### src/rtl/flash_guard_regs.svh
// register offsets, field positions, reset values and address constants of the flash guard
`ifndef FLASH_GUARD_REGS_SVH
`define FLASH_GUARD_REGS_SVH

// special function register offsets
`define TWC_OFFSET        8'hb7
`define CPL_OFFSET        8'hb6

// timing / write control fields
`define TWC_RESET         8'h80
`define TWC_WE_BIT        0
`define TWC_RT_HI         5
`define TWC_RT_LO         4
`define TWC_RSVD_HI       3
`define TWC_RSVD_LO       1
`define TWC_UNUSED_RD     2'h2
`define TWC_RSVD_RD       3'h0
`define RT_RESET          2'h0

// access limit register
`define CPL_RESET         8'h00
`define LIMIT_LOW_ZERO    9'h000

// flash map
`define ADDR_W            17
`define MAP_TOP_ADDR      17'h10000
`define REGION_HI         15
`define REGION_LO         14
`define TOP_REGION_BIT    3
`define LOCK_WR_ADDR      17'h1fbfe
`define LOCK_RD_ADDR      17'h1fbff
`define PAGE_HI           16
`define PAGE_LO           10
`define LOCK_PAGE_IDX     7'h7e
`define RDATA_ZERO        8'h00

`endif

### src/rtl/flash_guard_pkg.sv
// shared types of the flash guard
package flash_guard_pkg;
  typedef enum logic [1:0] {
    op_read,
    op_write,
    op_erase
  } flash_op_e;
endpackage

### src/rtl/lock_bit_pick.sv
// selects the lock bit that guards one 16 kB region of the 64 kB map
`timescale 1ns/1ns
`default_nettype none
`include "flash_guard_regs.svh"
module lock_bit_pick (
  // lock byte and address
  input  wire logic [7:0]              lock_byte,
  input  wire logic [`ADDR_W-1:0]      addr,
  // result
  output logic                         in_map,
  output logic                         unlocked
);
  // bits 7..4 guard nothing; addresses past 64 kB never hit them
  always_comb
  begin
    in_map   = (addr < `MAP_TOP_ADDR);
    unlocked = in_map & lock_byte[addr[`REGION_HI:`REGION_LO]];
  end
endmodule
`default_nettype wire

### src/rtl/flash_access_guard.sv
// flash access guard: debug-port lock checks, firmware partition fence, control registers
//
// What the document requires
// RULE_01: each lock bit guards one 16 kB region; the code maps only bits 3..0 onto the 64 kB map, bits 7..4 guard nothing
// RULE_02: read-lock zero blocks debug reads
// RULE_03: write-lock zero blocks debug writes and erases
// RULE_04: top region locked: lock bytes writable, not erasable
// RULE_05: limit is register byte above nine zeros
// RULE_06: limit register takes first write only
// RULE_07: software keeps limit bit 0 clear
// RULE_08: limit resets to zero, all reads open
// RULE_09: upper code reads of lower give junk
// RULE_10: lower-partition code accesses everything freely
// RULE_11: upper code cannot touch pages below limit
// RULE_12: fetches into lower partition always proceed
// RULE_13: lock bytes never restrict firmware accesses
// RULE_14: firmware cannot erase the lock-byte page
// RULE_15: debug may always read, write lock bytes
// RULE_16: debug obeys locks for reads, writes, erases
// RULE_17: unlocked lock page debug-erase resets locks
// RULE_18: full device erase clears everything, unlocks
// RULE_19: software picks smallest legal read-time code
// RULE_20: firmware write/erase needs write-erase allow set
// RULE_21: control bits 3..1 read zero, written zero
// RULE_22: software quiets cache before lowering read time
// RULE_23: debug erase of lock byte starts full erase
// RULE_24: lock bytes sit at two top addresses
// RULE_25: partition test uses executing instruction address
`timescale 1ns/1ns
`default_nettype none
`include "flash_guard_regs.svh"
module flash_access_guard (
  // clock and reset
  input  wire logic                      clk_sys,
  input  wire logic                      sys_rst,
  // special function register port
  input  wire logic [7:0]                sfr_addr,
  input  wire logic                      sfr_wr,
  input  wire logic                      sfr_rd,
  input  wire logic [7:0]                sfr_wdata,
  output logic [7:0]                     sfr_rdata,
  // lock bytes as stored in flash
  input  wire logic [7:0]                lock_wr_byte,
  input  wire logic [7:0]                lock_rd_byte,
  // debug port requests
  input  wire logic                      dbg_req,
  input  wire flash_guard_pkg::flash_op_e dbg_op,
  input  wire logic [`ADDR_W-1:0]        dbg_addr,
  output logic                           dbg_grant,
  output logic                           dbg_deny,
  output logic                           dbg_full_erase,
  // firmware data-path requests
  input  wire logic                      core_req,
  input  wire flash_guard_pkg::flash_op_e core_op,
  input  wire logic [`ADDR_W-1:0]        core_addr,
  input  wire logic [`ADDR_W-1:0]        core_pc,
  output logic                           core_grant,
  output logic                           core_deny,
  output logic                           core_rdata_blank,
  // instruction fetch
  input  wire logic                      fetch_req,
  output logic                           fetch_grant,
  // flash timing
  output logic [1:0]                     read_time_code
);

  logic [7:0]              code_protect_limit_r;
  logic                    limit_taken_r;
  logic [1:0]              read_time_code_r;
  logic                    write_erase_allow_r;
  logic [7:0]              sfr_rdata_r;
  logic                    dbg_grant_r;
  logic                    dbg_deny_r;
  logic                    dbg_full_erase_r;
  logic                    core_grant_r;
  logic                    core_deny_r;
  logic                    core_rdata_blank_r;
  logic                    fetch_grant_r;
  logic [`ADDR_W-1:0]      partition_limit_address;
  logic                    rd_in_map;
  logic                    rd_open;
  logic                    wr_in_map;
  logic                    wr_open;
  logic                    dbg_lockbyte_hit;
  logic                    dbg_lock_page;
  logic                    top_open;
  logic                    dbg_ok;
  logic                    dbg_full_nxt;
  logic                    core_upper;
  logic                    core_below;
  logic                    core_fence;
  logic                    core_lock_page;
  logic                    core_ok;
  logic                    twc_sel;
  logic                    cpl_sel;

  assign twc_sel = (sfr_addr == `TWC_OFFSET);
  assign cpl_sel = (sfr_addr == `CPL_OFFSET);

  // limit falls on 512-byte steps; low bits forced to zero
  assign partition_limit_address = {code_protect_limit_r, `LIMIT_LOW_ZERO}; // RULE_05

  // access limit: write-once after reset, zero means everything readable
  always_ff @(posedge clk_sys or posedge sys_rst)
  begin
    if (sys_rst)
    begin
      code_protect_limit_r <= `CPL_RESET; // RULE_08
      limit_taken_r        <= 1'b0;
    end
    else if (sfr_wr && cpl_sel && !limit_taken_r)
    begin
      code_protect_limit_r <= sfr_wdata; // RULE_06
      limit_taken_r        <= 1'b1;
    end
  end

  // timing / write control; reserved bits are not stored at all
  always_ff @(posedge clk_sys or posedge sys_rst)
  begin
    if (sys_rst)
    begin
      read_time_code_r    <= `RT_RESET;
      write_erase_allow_r <= 1'b0;
    end
    else if (sfr_wr && twc_sel)
    begin
      read_time_code_r    <= sfr_wdata[`TWC_RT_HI:`TWC_RT_LO];
      write_erase_allow_r <= sfr_wdata[`TWC_WE_BIT];
    end
  end

  // registered read data; unmapped offsets read zero
  always_ff @(posedge clk_sys or posedge sys_rst)
  begin
    if (sys_rst)
      sfr_rdata_r <= `RDATA_ZERO;
    else if (sfr_rd)
    begin
      if (twc_sel)
        sfr_rdata_r <= {`TWC_UNUSED_RD, read_time_code_r, `TWC_RSVD_RD,
                        write_erase_allow_r}; // RULE_21
      else if (cpl_sel)
        sfr_rdata_r <= code_protect_limit_r;
      else
        sfr_rdata_r <= `RDATA_ZERO;
    end
  end

  // region lookups for debug accesses
  lock_bit_pick u_rd_pick (
    .lock_byte (lock_rd_byte),
    .addr      (dbg_addr),
    .in_map    (rd_in_map),
    .unlocked  (rd_open)
  ); // RULE_01
  lock_bit_pick u_wr_pick (
    .lock_byte (lock_wr_byte),
    .addr      (dbg_addr),
    .in_map    (wr_in_map),
    .unlocked  (wr_open)
  );

  // lock bytes and their page sit above the 64 kB lockable map
  assign dbg_lockbyte_hit = (dbg_addr == `LOCK_WR_ADDR) || (dbg_addr == `LOCK_RD_ADDR); // RULE_24
  assign dbg_lock_page    = (dbg_addr[`PAGE_HI:`PAGE_LO] == `LOCK_PAGE_IDX);
  assign top_open         = lock_wr_byte[`TOP_REGION_BIT];

  // debug decision; an erase aimed at a lock byte always escalates
  always_comb
  begin
    dbg_ok       = 1'b0;
    dbg_full_nxt = 1'b0;
    unique case (dbg_op)
      flash_guard_pkg::op_read:
        dbg_ok = dbg_lockbyte_hit | rd_open; // RULE_02 RULE_15 RULE_16
      flash_guard_pkg::op_write:
        dbg_ok = dbg_lockbyte_hit | wr_open | (dbg_lock_page & top_open); // RULE_03 RULE_15
      flash_guard_pkg::op_erase:
      begin
        if (dbg_lockbyte_hit)
        begin
          dbg_ok       = 1'b1; // RULE_18
          dbg_full_nxt = 1'b1; // RULE_23
        end
        else if (dbg_lock_page)
          dbg_ok = top_open; // RULE_04 RULE_17
        else
          dbg_ok = wr_open; // RULE_03 RULE_16
      end
      default:
        dbg_ok = 1'b0;
    endcase
  end

  // debug answers, one cycle after the request
  always_ff @(posedge clk_sys or posedge sys_rst)
  begin
    if (sys_rst)
    begin
      dbg_grant_r      <= 1'b0;
      dbg_deny_r       <= 1'b0;
      dbg_full_erase_r <= 1'b0;
    end
    else
    begin
      dbg_grant_r      <= dbg_req & dbg_ok;
      dbg_deny_r       <= dbg_req & ~dbg_ok;
      dbg_full_erase_r <= dbg_req & dbg_full_nxt;
    end
  end

  // firmware side never looks at the lock bytes
  assign core_upper     = (core_pc >= partition_limit_address); // RULE_25
  assign core_below     = (core_addr < partition_limit_address);
  assign core_fence     = core_upper & core_below; // RULE_10 RULE_11
  assign core_lock_page = (core_addr[`PAGE_HI:`PAGE_LO] == `LOCK_PAGE_IDX);

  // firmware decision; no path here can start a full erase
  always_comb
  begin
    core_ok = 1'b0;
    unique case (core_op)
      flash_guard_pkg::op_read:
        core_ok = ~core_fence; // RULE_09 RULE_13
      flash_guard_pkg::op_write:
        core_ok = write_erase_allow_r & ~core_fence; // RULE_20 RULE_14
      flash_guard_pkg::op_erase:
        core_ok = write_erase_allow_r & ~core_fence & ~core_lock_page; // RULE_14 RULE_20
      default:
        core_ok = 1'b0;
    endcase
  end

  // firmware answers; a fenced read is denied, and also flagged with blanked data
  always_ff @(posedge clk_sys or posedge sys_rst)
  begin
    if (sys_rst)
    begin
      core_grant_r       <= 1'b0;
      core_deny_r        <= 1'b0;
      core_rdata_blank_r <= 1'b0;
    end
    else
    begin
      core_grant_r       <= core_req & core_ok;
      core_deny_r        <= core_req & ~core_ok;
      core_rdata_blank_r <= core_req & (core_op == flash_guard_pkg::op_read)
                            & core_fence; // RULE_09
    end
  end

  // fetches and branches are never fenced, so callers can enter lower code
  always_ff @(posedge clk_sys or posedge sys_rst)
  begin
    if (sys_rst)
      fetch_grant_r <= 1'b0;
    else
      fetch_grant_r <= fetch_req; // RULE_12
  end

  assign sfr_rdata        = sfr_rdata_r;
  assign dbg_grant        = dbg_grant_r;
  assign dbg_deny         = dbg_deny_r;
  assign dbg_full_erase   = dbg_full_erase_r;
  assign core_grant       = core_grant_r;
  assign core_deny        = core_deny_r;
  assign core_rdata_blank = core_rdata_blank_r;
  assign fetch_grant      = fetch_grant_r;
  assign read_time_code   = read_time_code_r;
endmodule
`default_nettype wire

### config.mk
export PLATFORM = sky130hd
export DESIGN_NAME = flash_access_guard
export DESIGN_NICKNAME = d
export VERILOG_FILES = /design/src/rtl/flash_guard_pkg.sv /design/src/rtl/lock_bit_pick.sv /design/src/rtl/flash_access_guard.sv
export VERILOG_INCLUDE_DIRS = /design/src /design/src/rtl
export SDC_FILE = /design/constraint.sdc
export NUM_CORES = 1
export LEC_CHECK = 0
export ABC_AREA = 1
export BUFFER_PORTS_ARGS = -buffer_cell sky130_fd_sc_hd__buf_4
export CORE_MARGIN = 4
export CORE_UTILIZATION = 40
export CTS_CLUSTER_DIAMETER = 150
export CTS_CLUSTER_SIZE = 14
export DETAILED_ROUTE_END_ITERATION = 8
export GPL_TIMING_DRIVEN = 0
export PLACE_DENSITY = 0.8
export SLEW_MARGIN = 20
export SYNTH_ARGS = -nofsm -noshare
export SYNTH_HDL_FRONTEND = slang
export SYNTH_SLANG_ARGS = --single-unit
### constraint.sdc
create_clock -name clk_sys -period 2.39 [get_ports clk_sys]
set_input_delay 0.3585 -clock clk_sys [delete_from_list [all_inputs] [get_ports clk_sys]]
set_output_delay 0.3585 -clock clk_sys [all_outputs]
set_load 0.05 [all_outputs]
* Yosys cells after proc, flatten, opt, wreduce, memory -nomap -nowiden
Cells that the tools add are included.
** Cells by class
- Equality and inequality tests :: 10
- $lt $le $gt $ge :: 4
- Reduce and logical (&&, ||, !) cells :: 7
- Bitwise operators :: 20
- Muxes and demuxes :: 12
** Operators by type and width (number)
- $eq A17 B17 Y1 const B :: 2
- $ge A17 B17 Y1 :: 1
- $lt A17 B17 Y1 :: 1
- $lt A17 B17 Y1 const B :: 1
- $eq A8 B8 Y1 const B :: 2
- $mux W8 :: 2
- $eq A7 B7 Y1 const B :: 2
- $and A1 B1 Y1 :: 13
- $mux W1 :: 6
- $pmux W1 S3 :: 2
- $bmux W1 S2 :: 2
- $eq A2 B1 Y1 const B :: 2
- $eq A2 B2 Y1 const B :: 2
- $logic_not A2 Y1 :: 2
- $lt A2 B4 Y1 const B :: 1
- $not A1 Y1 :: 4
- $logic_and A1 B1 Y1 :: 3
- $or A1 B1 Y1 :: 3
- $logic_not A1 Y1 :: 1
- $logic_or A1 B1 Y1 :: 1
** Word-level totals
- Bits of input ports :: 94
- Register bits after elaboration :: 27
- Output and inout bits :: 17

* Depth between registers and ports, before layout
- Depth after elaboration :: 8
- Gate-level depth with buffers :: 10

* Modules after synthesis
From an unflattened synthesis, not the netlist that was laid out.
** Unflattened totals
- Cells, all modules :: 253
- Area total of the unflattened synthesis :: 1879.3 µm²
** Modules (own cells, without submodules)
- flash_access_guard :: area each 1734.2 µm², seq. area each 675.6 µm², cells an instance 225, times used 1
- lock_bit_pick :: area each 72.6 µm², seq. area each 0.0 µm², cells an instance 14, times used 2

* Least setup slack after synthesis
Ideal clock, no wire load.
- Path kind :: input-to-reg
- From :: input port sfr_addr[7]
- To :: register read_time_code_r[0], in the netlist read_time_code[0]
- Buffers on the path :: 0
- Required time :: 2265 ps
- Cell stages on the path :: 5
- Arrival :: 1262 ps
- Path slack :: 1003 ps
- Path through :: inv_1 -> nor3_2 -> nand2_1 -> nor2_1 -> mux2_2
** Between the ends
- Word-level cells in the longest chain between the ends :: 2
** RTL lines
- start: declaration :: line flash_access_guard.sv:37 : input wire logic [7:0] sfr_addr,
- $eq A8 B8 Y1 (no line)
- $logic_and A1 B1 Y1 :: line flash_access_guard.sv:126 : else if (sfr_wr && twc_sel)
- end signal: assignment :: line flash_access_guard.sv:123 : read_time_code_r <= `RT_RESET;
- end signal: assignment :: line flash_access_guard.sv:128 : read_time_code_r <= sfr_wdata[`TWC_RT_HI:`TWC_RT_LO];
- end: declaration :: line flash_access_guard.sv:69 : logic [1:0] read_time_code_r;
Every way passes these cells.
A chain may end at the register's enable or synchronous reset.

* Worst setup path in the final report
- From :: register code_protect_limit_r[3]
- To :: register core_grant_r, in the netlist core_grant
** Between the ends
- Word-level cells in the longest chain between the ends :: 7
- Elaborated cells on any way between the ends :: 8
- Those cells by class :: 2 x order compare; 1 x mux; 5 x bitwise
** RTL lines
- start: declaration :: line flash_access_guard.sv:67 : logic [7:0] code_protect_limit_r;
- start signal: assignment :: line flash_access_guard.sv:108 : code_protect_limit_r <= `CPL_RESET;
- start signal: assignment :: line flash_access_guard.sv:113 : code_protect_limit_r <= sfr_wdata;
- $ge A17 B17 Y1 or $lt A17 B17 Y1 (tied branches) :: line flash_access_guard.sv:214, flash_access_guard.sv:215
- $and A1 B1 Y1 (*) :: line flash_access_guard.sv:216 : assign core_fence = core_upper & core_below;
- $not A1 Y1 (*) :: line flash_access_guard.sv:225, flash_access_guard.sv:227, flash_access_guard.sv:229
- $and A1 B1 Y1 :: line flash_access_guard.sv:227, flash_access_guard.sv:229
- $and A1 B1 Y1 :: line flash_access_guard.sv:229 : core_ok = write_erase_allow_r & ~core_fence & ~core_lock_page;
- $pmux W1 S3 (*) :: line flash_access_guard.sv:223 : unique case (core_op)
- $and A1 B1 Y1 (*) :: line flash_access_guard.sv:246 : core_grant_r <= core_req & core_ok;
- end signal: assignment :: line flash_access_guard.sv:246
- end: declaration :: line flash_access_guard.sv:75 : logic core_grant_r;
Every way passes the cells marked *; elsewhere a longest branch is shown, timed or not.

==> flow_metrics.py <==
metrics = {
    "worst_setup_path": {
        "r2r_start": "code_protect_limit_r[3]",
        "critPathMaxStageDelay_ps": 380,
        "critPathLaunch": "code_protect_limit_r[3]",
        "end_kind": "register",
        "path_common_cell": "nand2_1",
        "crit_chain": "inv_1 > ha_1 > a21oi_1 > nand2_1 > o21ai_0 > nand3_1 > nand2_1 > nand2_1 > nor2_1",
        "worst-path-buf-inv": 1,
        "critPathKind": "reg -> reg",
        "crit_path_start_kind": "register",
        "worst_r2r_path_depth": 9,
        "crit_cells": 9,
        "crit_family": "simple AND/OR/NAND/NOR gates",
        "crit_slowest_cell": "dfrtp_1",
        "path_max_fanout": 4,
        "cp_data_required_time_ps": 2600,
        "cp.arrival_ps": 1830,
    },
    "route": {
        "routedWlPerCell_um": 11.8,
        "route.vias.total": 1797,
        "drtPass1Iterations": 4,
        "drt_iter0_markers": 58,
        "wl_um": 4500,
        "drcViolationCount": 0,
        "drtAntennaViolNets": 0,
        "vias_per_cell": 4.69,
    },
    "power_and_ir_drop": {
        "power.clock.fraction_pct": 25.2,
        "switching_power_uw": 307,
        "combPwrFrac_pct": 28.2,
        "pwr-share-seq_pct": 46.7,
        "leakagePower_nw": 1.49,
        "p_total_mw": 1.05,
        "swShare_pct": 29.4,
        "peakVddDrop_uv": 206,
        "p_int_uw": 739,
        "p_per_area_nw_per_um2": 410,
    },
    "clocking": {
        "clk-insertion-delay-late_ps": 270,
        "cts_tree": "done",
        "ctsRootBufferMaster": "clkbuf_8",
        "clock_sinks": 27,
        "cts.clk_slew.worst_paths_ps": 90,
        "clk_path_buf_depth": 2,
        "holdBufCountCts": 0,
        "post_cts_resized": 0,
        "numCtsBuffers": 3,
        "htreeDepth": 1,
        "post_cts_buffers": 0,
    },
    "placed_design": {
        "dp.cells": 379,
        "port_buffers": 92,
        "hpwl_um": 3940,
        "gp_congestion": 0.763,
    },
    "status": {
        "status": "finished, final reports clean",
    },
    "yosys": {
        "ys_types": 25,
        "syn-num-nets": 346,
        "ys_ff_latch": 27,
        "syn_area_um2": 1750,
        "ys_warn_count": 0,
        "synth.avg_cell_area_um2": 7.40,
        "seq_area_frac_synth_pct": 38.5,
        "syn_inst": 237,
    },
    "final_layout": {
        "areaGrowthSynthToFinish_pct": 45.8,
        "layout.cells.non_filler": 383,
        "diodes": 0,
        "nets": 443,
        "final_cell_mix": "buf_4 (92), nand2_1 (73), inv_1 (44)",
        "final_common_cell": "buf_4",
        "drive_above_1_share_pct": 32.7,
    },
    "global_route": {
        "antenna_found_initial": 0,
        "grt_pass1_vias": 1895,
        "grt_util_all_layers_pct": 17.5,
        "grt_max_degree": 28,
        "grt-ovfl-total": 0,
        "grt_first_pass_wirelength_um": 7650,
    },
    "die": {
        "start_util_pct": 42.6,
        "rows": 23,
        "dieArea_um2": 5510,
        "fp.dieW_um": 74.2,
        "coreArea_um2": 4120,
        "die_h_um": 74.2,
        "ios": 111,
    },
    "run": {
        "maxCapViolations": 0,
    },
    "timing": {
        "min_period_over_period_pct": 67.9,
        "max_slew.worst_pin.slew_ps": 549,
        "clock_skew_ps": 2.56,
        "fmax_mhz": 616,
        "final_hold_viol_count": 0,
        "rsz0062_at_grt": "false",
        "whs_ps": 130,
        "setup_tns_ps": 0,
        "relSlewSlack_pct": 63.4,
        "setup_violations": 0,
        "report.final.slew_viol_count": 0,
        "post-route-min-period_ps": 1620,
    },
    "worst_hold_path": {
        "worstHoldPathType": "in -> async",
    },
}
-- sequential cells by signal (all words and copies together), names as in the netlist --
| signal | flops |
|---|---|
| code_protect_limit_r | 8 |
| sfr_rdata | 8 |
| read_time_code | 2 |
| core_deny | 1 |
| core_grant | 1 |
| core_rdata_blank | 1 |
| dbg_deny | 1 |
| dbg_full_erase | 1 |
| dbg_grant | 1 |
| fetch_grant | 1 |
| limit_taken_r | 1 |
| write_erase_allow_r | 1 |
-- cell type report --
cell class	instances	area, um2
Buffer	2	15.0
Clock buffer	3	41.3
Clock inverter	1	7.51
Fill cell	371	1560
Inverter	45	169
Multi-Input combinational cell	163	893
Sequential cell	27	676
Tap cell	50	62.6
Timing Repair Buffer	92	691
-- path summary, 6_finish.rpt --
path	end	slack, ps
max	core_grant	770
min	core_grant	130
max reg2reg	core_grant	770
min reg2reg	sfr_rdata[5]	490
max in group asynchronous	code_protect_limit_r[1]	1900
min in group clk_sys	fetch_grant	190
-- logic make-up after synthesis --
kind of cell               Yosys count  synth area share [%]
muxes                                2                  1.28
buffers and inverters               47                  10.5
adders and majority gates           15                  10.7
DFF                                 27                  38.5
AOI/OAI and AO/OA                   28                  9.21
and+or+nand+nor                    118                  29.8
-- power groups by stage --
stage	clock [mW]	combinational [mW]	sequential, mW
floorplan	0	0.118	0.528
global placement	0	0.287	0.497
detailed placement	0	0.297	0.498
CTS	0.272	0.298	0.489
global route	0.285	0.334	0.491
finish	0.263	0.295	0.488
-- per-stage QoR --
stage          util, %  cell area [um2]  worst slack, ps
2_1_floorplan        -             1750             1000
3_3_place_gp      60.9             2510              767
3_5_place_dp      60.9             2510              725
4_1_cts           62.1             2550              769
5_1_grt           62.1             2550              615
6_report          62.1             2550              767
-- cells in the mapped netlist --
cell type / count / share of area, %
nand2_1: 73 / 16
inv_1: 45 / 9.6
dfrtp_1: 27 / 39
nor2_1: 17 / 3.6
ha_1: 15 / 11
nand3_1: 12 / 3.4
o21ai_0: 12 / 3.4
a21oi_1: 9 / 2.6
nand4_1: 4 / 1.4
nor3_1: 4 / 1.1
or2_2: 3 / 1.1
mux2_2: 2 / 1.3
o21ai_2: 2 / 1.0
a22oi_1: 1 / 0.43
buf_6: 1 / 0.64
clkbuf_1: 1 / 0.21
nand2_2: 1 / 0.36
nor2b_1: 1 / 0.36
nor3_2: 1 / 0.57
nor3_4: 1 / 0.93
nor4_4: 1 / 1.2
o211ai_1: 1 / 0.43
o21a_1: 1 / 0.43
o21bai_1: 1 / 0.43
o311ai_0: 1 / 0.50
-- layer usage --
metal	GRT usage, %	wire length (um)
met1	19.5	1680
met2	33.2	2400
met3	4.46	389
met4	3.82	34
met5	0	0
Power figures use the tool's default switching activity.
